`config.mk`:
```
export PLATFORM = sky130hd
export DESIGN_NAME = gpio_ports
export DESIGN_NICKNAME = d
export VERILOG_FILES = /design/src/hw/gpio_pkg.sv /design/src/hw/gpio_ports.sv /design/src/hw/pin_sync.sv
export SDC_FILE = /design/constraint.sdc
export NUM_CORES = 1
export LEC_CHECK = 0
export BUFFER_PORTS_ARGS = -buffer_cell sky130_fd_sc_hd__buf_2
export CAP_MARGIN = 20
export CORE_MARGIN = 1
export CORE_UTILIZATION = 48
export CTS_BUF_LIST = sky130_fd_sc_hd__clkbuf_16
export CTS_CLUSTER_SIZE = 24
export DETAILED_ROUTE_END_ITERATION = 8
export PLACE_DENSITY_LB_ADDON = 0.2
export SYNTH_ARGS = -nofsm -noshare
export SYNTH_HDL_FRONTEND = slang
export SYNTH_SLANG_ARGS = --single-unit
```
`constraint.sdc`:
```
create_clock -name hclk -period 6 [get_ports hclk]
set_clock_uncertainty 0.05 [all_clocks]
set_input_delay 0.6 -clock hclk [delete_from_list [all_inputs] [get_ports hclk]]
set_output_delay 0.6 -clock hclk [all_outputs]
set_load 0.01 [all_outputs]
```
`src/hw/gpio_pkg.sv`:
```
// Shared constants and carriers for the two general-purpose ports
package gpio_pkg;

  localparam int DATA_W = 32;
  localparam int REG_W = 8;
  localparam int DEC_W = 8;
  localparam int IO_BITS = 4;
  localparam int IN_BITS = 8;
  localparam int CH_W = 4;

  localparam logic [DEC_W-1:0] BIDIR_DATA_OFS = 8'h00;
  localparam logic [DEC_W-1:0] BIDIR_DIR_OFS = 8'h04;
  localparam logic [DEC_W-1:0] INPORT_OFS = 8'h08;
  localparam logic [DEC_W-1:0] FUNC_SEL_OFS = 8'h0C;

  localparam logic [IO_BITS-1:0] LATCH_RST = 4'h0;
  localparam logic [IO_BITS-1:0] DIR_RST = 4'h0;
  localparam logic [IO_BITS-1:0] FUNC_SEL_RST = 4'hF;
  localparam logic [REG_W-1:0] DIR_READ_VAL = 8'hFF;

  localparam logic [CH_W-1:0] ANA_FIRST_CODE = 4'h4;
  localparam logic [CH_W-1:0] ANA_LAST_CODE = 4'hB;

  localparam logic [1:0] HTRANS_NONSEQ = 2'h2;
  localparam logic HRESP_OKAY = 1'b0;

  typedef struct packed {
    logic valid;
    logic write;
    logic [DEC_W-1:0] ofs;
  } bus_req_s;

  typedef struct packed {
    logic [IO_BITS-1:0] out;
    logic [IO_BITS-1:0] oe;
  } pin_drive_s;

endpackage

```
`src/hw/gpio_ports.sv`:
```
// AHB-Lite register block for a four-bit I/O port and an eight-bit input port
`timescale 1ns/100ps
module gpio_ports
  import gpio_pkg::*;
#(
  parameter int IO_WIDTH = IO_BITS,
  parameter int IN_WIDTH = IN_BITS
) (
  input wire logic hclk,
  input wire logic hresetn,
  input wire logic hsel,
  input wire logic [31:0] haddr,
  input wire logic [1:0] htrans,
  input wire logic hwrite,
  input wire logic [2:0] hsize,
  input wire logic [DATA_W-1:0] hwdata,
  input wire logic hready,
  output logic hreadyout,
  output logic hresp,
  output logic [DATA_W-1:0] hrdata,
  input wire logic [IO_WIDTH-1:0] bidir_in,
  output logic [IO_WIDTH-1:0] bidir_out,
  output logic [IO_WIDTH-1:0] bidir_oe,
  input wire logic [IO_WIDTH-1:0] alt_out,
  input wire logic [IO_WIDTH-1:0] alt_oe,
  input wire logic [IN_WIDTH-1:0] inport_in,
  input wire logic [CH_W-1:0] converter_channel_field,
  input wire logic [IN_WIDTH-1:0] aux_analog_select
);

  generate
    // Reset constants and the upper ones field are sized for four port bits
    if (IO_WIDTH < 1 || IO_WIDTH > IO_BITS) begin : g_io_chk
      $error("IO_WIDTH must lie in 1..4");
    end
    if (IN_WIDTH < 1 || IN_WIDTH > REG_W) begin : g_in_chk
      $error("IN_WIDTH must lie in 1..8");
    end
  endgenerate

  // Bus request capture
  bus_req_s req_r;
  bus_req_s req_nxt;
  wire addr_take = hsel && hready && (htrans == HTRANS_NONSEQ || htrans[1]);

  assign req_nxt.valid = addr_take;
  assign req_nxt.write = hwrite;
  assign req_nxt.ofs = haddr[DEC_W-1:0];

  always_ff @(posedge hclk or negedge hresetn) begin
    if (!hresetn) begin
      req_r <= '0;
    end else begin
      req_r <= req_nxt;
    end
  end

  // Write decode in the data phase
  wire wr_phase = req_r.valid && req_r.write;
  wire wr_data = wr_phase && (req_r.ofs == BIDIR_DATA_OFS);
  wire wr_dir = wr_phase && (req_r.ofs == BIDIR_DIR_OFS);
  wire wr_func = wr_phase && (req_r.ofs == FUNC_SEL_OFS);

  // Control registers
  // Function select: one keeps a pin on the port, zero hands it to alt_out and alt_oe
  logic [IO_WIDTH-1:0] latch_r;
  logic [IO_WIDTH-1:0] dir_r;
  logic [IO_WIDTH-1:0] func_sel_r;
  logic [IO_WIDTH-1:0] latch_nxt;
  logic [IO_WIDTH-1:0] dir_nxt;
  logic [IO_WIDTH-1:0] func_sel_nxt;

  // Upper byte bits are dropped on write
  assign latch_nxt = wr_data ? hwdata[IO_WIDTH-1:0] : latch_r;
  assign dir_nxt = wr_dir ? hwdata[IO_WIDTH-1:0] : dir_r;
  assign func_sel_nxt = wr_func ? hwdata[IO_WIDTH-1:0] : func_sel_r;

  always_ff @(posedge hclk or negedge hresetn) begin
    if (!hresetn) begin
      latch_r <= LATCH_RST[IO_WIDTH-1:0];
      dir_r <= DIR_RST[IO_WIDTH-1:0];
      func_sel_r <= FUNC_SEL_RST[IO_WIDTH-1:0];
    end else begin
      latch_r <= latch_nxt;
      dir_r <= dir_nxt;
      func_sel_r <= func_sel_nxt;
    end
  end

  // Pin sampling
  // Pins are asynchronous, so reads trail a new level by two edges
  logic [IO_WIDTH-1:0] bidir_sync;
  logic [IN_WIDTH-1:0] inport_sync;

  pin_sync #(
    .WIDTH(IO_WIDTH)
  ) u_bidir_sync (
    .hclk(hclk),
    .hresetn(hresetn),
    .d(bidir_in),
    .q(bidir_sync)
  );

  pin_sync #(
    .WIDTH(IN_WIDTH)
  ) u_inport_sync (
    .hclk(hclk),
    .hresetn(hresetn),
    .d(inport_in),
    .q(inport_sync)
  );

  // Per-bit read views
  logic [IO_WIDTH-1:0] io_view;
  logic [IN_WIDTH-1:0] analog_hit;
  logic [IN_WIDTH-1:0] in_view;

  genvar gi;
  generate
    for (gi = 0; gi < IO_WIDTH; gi++) begin : g_io
      // Uses next values so a read straight after a write sees it
      assign io_view[gi] = dir_nxt[gi] ? latch_nxt[gi] : bidir_sync[gi];
    end
    for (gi = 0; gi < IN_WIDTH; gi++) begin : g_in
      localparam logic [CH_W-1:0] CODE = CH_W'(ANA_FIRST_CODE + gi);
      assign analog_hit[gi] = (converter_channel_field == CODE)
        || aux_analog_select[gi];
      assign in_view[gi] = analog_hit[gi] ? 1'b0 : inport_sync[gi];
    end
  endgenerate

  // Read mux, decided in the address phase
  wire [DEC_W-1:0] rd_ofs = haddr[DEC_W-1:0];
  wire rd_take = addr_take && !hwrite;
  wire [REG_W-1:0] data_byte = {{(REG_W-IO_WIDTH){1'b1}}, io_view};
  wire [REG_W-1:0] dir_byte = DIR_READ_VAL;
  wire [REG_W-1:0] inport_byte = {{(REG_W-IN_WIDTH){1'b0}}, in_view};
  wire [REG_W-1:0] func_byte = {{(REG_W-IO_WIDTH){1'b0}}, func_sel_nxt};
  wire [REG_W-1:0] rd_byte =
    (rd_ofs == BIDIR_DATA_OFS) ? data_byte :
    (rd_ofs == BIDIR_DIR_OFS) ? dir_byte :
    (rd_ofs == INPORT_OFS) ? inport_byte :
    (rd_ofs == FUNC_SEL_OFS) ? func_byte : '0;
  wire [DATA_W-1:0] rd_word = {{(DATA_W-REG_W){1'b0}}, rd_byte};

  logic [DATA_W-1:0] hrdata_r;
  logic hreadyout_r;
  logic hresp_r;

  // Zero wait states: no hazard needs stalling thanks to the bypass
  always_ff @(posedge hclk or negedge hresetn) begin
    if (!hresetn) begin
      hrdata_r <= '0;
      hreadyout_r <= 1'b1;
      hresp_r <= HRESP_OKAY;
    end else begin
      hrdata_r <= rd_take ? rd_word : '0;
      hreadyout_r <= 1'b1;
      hresp_r <= HRESP_OKAY;
    end
  end

  assign hrdata = hrdata_r;
  assign hreadyout = hreadyout_r;
  assign hresp = hresp_r;

  // Pin drivers; the input-only port has none at all
  // Loading from next values moves the pins at the edge that stores the register
  pin_drive_s drive_r;
  pin_drive_s drive_nxt;

  assign drive_nxt.oe = (func_sel_nxt & dir_nxt)
    | (~func_sel_nxt & alt_oe);
  assign drive_nxt.out = (func_sel_nxt & latch_nxt)
    | (~func_sel_nxt & alt_out);

  always_ff @(posedge hclk or negedge hresetn) begin
    if (!hresetn) begin
      drive_r <= '0;
    end else begin
      drive_r <= drive_nxt;
    end
  end

  assign bidir_out = drive_r.out;
  assign bidir_oe = drive_r.oe;

  // Helpers that remember what the address phase asked for
  logic rd_data_q;
  logic rd_dir_q;
  logic rd_in_q;
  logic [IO_WIDTH-1:0] exp_dir_q;
  logic [IO_WIDTH-1:0] exp_latch_q;
  logic [IO_WIDTH-1:0] exp_pin_q;
  logic [IN_WIDTH-1:0] exp_in_q;
  logic [CH_W-1:0] exp_ch_q;
  logic [IN_WIDTH-1:0] exp_aux_q;
  logic rd_func_q;
  logic [IO_WIDTH-1:0] exp_func_q;

  always_ff @(posedge hclk or negedge hresetn) begin
    if (!hresetn) begin
      rd_data_q <= 1'b0;
      rd_dir_q <= 1'b0;
      rd_in_q <= 1'b0;
      exp_dir_q <= '0;
      exp_latch_q <= '0;
      exp_pin_q <= '0;
      exp_in_q <= '0;
      exp_ch_q <= '0;
      exp_aux_q <= '0;
      rd_func_q <= 1'b0;
      exp_func_q <= '0;
    end else begin
      rd_data_q <= rd_take && rd_ofs == BIDIR_DATA_OFS;
      rd_dir_q <= rd_take && rd_ofs == BIDIR_DIR_OFS;
      rd_in_q <= rd_take && rd_ofs == INPORT_OFS;
      exp_dir_q <= dir_nxt;
      exp_latch_q <= latch_nxt;
      exp_pin_q <= bidir_sync;
      exp_in_q <= inport_sync;
      exp_ch_q <= converter_channel_field;
      exp_aux_q <= aux_analog_select;
      rd_func_q <= rd_take && rd_ofs == FUNC_SEL_OFS;
      exp_func_q <= func_sel_nxt;
    end
  end

  wire [CH_W-1:0] last_ch = CH_W'(ANA_FIRST_CODE + CH_W'(IN_WIDTH - 1));
  // Write data low bits, kept for the store checks
  wire [IO_WIDTH-1:0] wr_low = hwdata[IO_WIDTH-1:0];
endmodule

```
`src/hw/pin_sync.sv`:
```
// Two-stage synchroniser for a group of pin levels
`timescale 1ns/100ps
module pin_sync #(
  parameter int WIDTH = 4
) (
  input wire logic hclk,
  input wire logic hresetn,
  input wire logic [WIDTH-1:0] d,
  output logic [WIDTH-1:0] q
);

  logic [WIDTH-1:0] meta_r;
  logic [WIDTH-1:0] q_r;

  generate
    if (WIDTH < 1) begin : g_chk
      $error("pin_sync width must be positive");
    end
  endgenerate

  // First stage feeds only the second
  always_ff @(posedge hclk or negedge hresetn) begin
    if (!hresetn) begin
      meta_r <= '0;
      q_r <= '0;
    end else begin
      meta_r <= d;
      q_r <= meta_r;
    end
  end

  assign q = q_r;

endmodule

```
==> impl_metrics.tcl <==
set metrics [dict create \
    critical_path_peak_fanout 11 \
    r2r-start "req_r[5]$_DFF_PN0_" \
    dp_hpwl_um 3580 \
    first_global_vias 1821 \
    rsz0062_at_grt "no" \
    layout_common_cells "sky130_fd_sc_hd__buf_2 (65), sky130_fd_sc_hd__dfrtp_1 (58), sky130_fd_sc_hd__conb_1 (26)" \
    routed_wl_um 5160 \
    gp_congestion 0.845 \
    hold_buffers 0 \
    finalSetupViolCount 0 \
    port_buffers 65 \
    synth.distinct_cells 48 \
    grt_util_met3_pct 4.64 \
    post-route-period-util_pct 43.6 \
    grt_first_pass_wirelength_um 8450 \
    hold_path.startpoint "u_bidir_sync.meta_r[0]$_DFF_PN0_" \
    timing.critical_path.arrival_ns 2.74 \
    vdd_drop_max_mv 0.204 \
    vertical_die_dimension_um 76.7 \
    cts_post_setup_buffers_inserted 0 \
    number_of_buffers_inserted_during_clock_tree_synthesis 9 \
    synth_simple_gate_area_share_pct 16.0 \
    regToRegEndpoint "hrdata[0]$_DFF_PN0_" \
    yosys_register_bits 62 \
    yosys.area_share.xor_xnor_pct 0 \
    tritoncts_num_sinks 62 \
    number_of_synthesized_flops_with_an_enable_pin 0 \
    clkTransAtPathRegs_ns 0.05 \
    power_density_nw_per_um2 318 \
    crit_top_cell "sky130_fd_sc_hd__or4_1" \
    report.final.slew_viol_count 0 \
    dominant_combinational_cell_family_by_area_after_synthesis "simple AND/OR/NAND/NOR gates" \
    setup.worst_path.class "flop to flop" \
    crit_path_start_kind "flop" \
    synth_adder_area_share_pct 0 \
    post_cts_resized 0 \
    async_reset_ff_share_pct 100 \
    clk_path_buf_depth 2 \
    hold_viol_final 0 \
    yosysTopAreaCellShare_pct 54.2 \
    area.growth.synth_to_final_pct 23.2 \
    grt_remaining_overflow 0 \
    synthesis.area_per_instance_sq_um 12.0 \
    avgViaCountPerCell 5.12 \
    critPathTopFamily "simple AND/OR/NAND/NOR gates" \
    grt_antenna_before_repair 0 \
    slew_headroom_pct 51.5 \
    die_area_sq_um 5880 \
    use_met2_pct 29.0 \
    grt_use_met1_pct 24.9 \
    synth_top_area_cell "sky130_fd_sc_hd__dfrtp_1" \
    placed_cells_incl_taps 351 \
    drv.max_cap_violation_count 0 \
    fill_cells 436 \
    path_buf_inv 0 \
    synthesis.area_sq_um 2680 \
    drt_pass_1_iters 4 \
    whs_endpoint "u_bidir_sync.q[0]$_DFF_PN0_" \
    final_layout_size_suffix_gt1_share_pct 34.0 \
    synth-main-ff-cell "sky130_fd_sc_hd__dfrtp_1" \
    io-pin-count 148 \
    route.antenna.remaining_nets 0 \
    crit_path_cell_trace "or4_1, or4_1, a2111oi_0, a211oi_1" \
    syn_inst 223 \
    highest_utilization_routing_layer_at_the_global_route_stage "met2" \
    detail_route.drc_violations 0 \
    synth.yosys.seq_area_share_pct 58.1 \
    outcome "completed" \
    mostFrequentLayoutCell "sky130_fd_sc_hd__buf_2" \
    numnets_final 398 \
    clk_root_buf "sky130_fd_sc_hd__clkbuf_16" \
    cts-htree-levels 3 \
    cts_tree "built" \
    clock.fmax_mhz 383 \
    maximum_number_of_pins_on_one_net_before_global_route_repair 63 \
    vias 1879 \
    ff2ff_setup_slack_ns 3.39 \
    critical_path.endpoint_type "flop" \
    synth.mux.area_fraction_pct 5.42 \
    coreArea_sq_um 5240 \
    period_minus_slack_ns 2.61 \
    clock_insertion_delay_worst_skew_ns 0.32 \
    synth_area_leaders "sky130_fd_sc_hd__dfrtp_1 (54%), sky130_fd_sc_hd__buf_4 (7.3%), sky130_fd_sc_hd__dfstp_2 (3.9%), sky130_fd_sc_hd__mux2_2 (3.4%), sky130_fd_sc_hd__a21oi_1 (1.7%)" \
    drt-wirelength-per-cell_um 14.0 \
    grt_usage_pct 18.9 \
    initialDrtViolationCount 130 \
    critPathSlowestCell "sky130_fd_sc_hd__or4_1" \
    fin_tns_setup_ns 0 \
    ys.warnings.count 0 \
    final_cell_count_no_fill 367 \
    n_antenna_cell 0 \
    tightest_slew_ns 0.727 \
    die_w_um 76.7 \
    site_row_count 26 \
    reg2reg_depth 4 \
    timing.hold.worst.class "flop to flop" \
    static-leakage-power_uw 0.00158 \
    synth_compound_gate_area_share_pct 10.4 \
    start_util_pct 51.1 \
    worst_hold_path.num_cells 0 \
    timing.critical_path.required_ns 6.13 \
    timing.critical_path.slowest_cell_delay_ns 0.73 \
]
## sequential cells by signal, summed over array words and instances, names as in the netlist, 8 cells and up
signal and count:
u_inport_sync.q 8, u_inport_sync.meta_r 8, hrdata 8, req_r 10
## kinds of logic after synthesis
family | Yosys count
AOI/OAI and AO/OA | 38
and+or+nand+nor | 66
buffers and inverters | 43
muxes | 12
DFF | 62
other | 2
## synth_stat cells (all sizes together) (3+ instances only)
| cell | number |
|---|---|
| a21o | 3 |
| a21oi | 9 |
| a31oi | 4 |
| and2 | 3 |
| buf | 28 |
| clkbuf | 6 |
| dfrtp | 58 |
| dfstp | 4 |
| inv | 9 |
| mux2 | 11 |
| nand2 | 8 |
| nand2b | 4 |
| nand3 | 3 |
| nand4 | 6 |
| nand4b | 3 |
| nor2 | 7 |
| nor2b | 4 |
| nor3 | 3 |
| nor4 | 5 |
| nor4bb | 4 |
| o311ai | 3 |
| o31ai | 3 |
| or4 | 5 |
## per-layer routing
layer | wire [um] | up-vias
met5 | 0 | -
li1 | - | 905
met4 | 45 | 0
met1 | 2300 | 886
met3 | 343 | 5
met2 | 2470 | 83
## worst max-delay path by stage
| stage | slack [ns] | end | from | cells after the start |
|---|---|---|---|---|
| after detailed placement | 3.35 | hrdata[1]$_DFF_PN0_ | haddr[5] | 5 |
| final | 3.39 | hrdata[0]$_DFF_PN0_ | req_r[5]$_DFF_PN0_ | 4 |
| after global placement | 3.35 | hrdata[1]$_DFF_PN0_ | haddr[5] | 5 |
| after CTS | 3.38 | hrdata[0]$_DFF_PN0_ | req_r[5]$_DFF_PN0_ | 4 |
| after global routing | 3.19 | hrdata[0]$_DFF_PN0_ | req_r[0]$_DFF_PN0_ | 4 |
| after floorplan | 3.83 | bidir_oe[0]$_DFF_PN0_ | req_r[5]$_DFF_PN0_ | 5 |
## worst reg2reg max path, delay by kind of cell (launching register included)
kind	cells	cell delay [ns]
simple gates	2	1.41
compound gates	2	0.65
flops	1	0.37
## per-stage QoR
stage	power, uW	util (%)	setup slack [ns]	hold slack (ns)	instance area [sq um]
after floorplan	487	-	3.83	0.254	2770
after global placement	510	56.8	3.35	0.282	2980
after detailed placement	511	56.8	3.35	0.285	2980
after CTS	1060	63.0	3.38	0.297	3300
after global routing	1090	63.0	3.19	0.302	3300
final	1050	63.0	3.39	0.295	3300
## power by group
group,internal (uW),switching (uW)
logic,24.5,38.0
registers,435,6.70
clock network,364,180
total,823,225
## layout make-up
type / instances / area (sq um) / area share, %
multi-input cells: 142 / 951 / 28.8
flip-flops and latches: 62 / 1560 / 47.2
inverters: 9 / 33.8 / 1.02
well taps: 70 / 87.6 / 2.65
clock buffers: 9 / 225 / 6.83
repair buffers: 68 / 348 / 10.5
clock inverters: 7 / 97.6 / 2.96
Note: power is estimated with default switching activity, not from simulation.
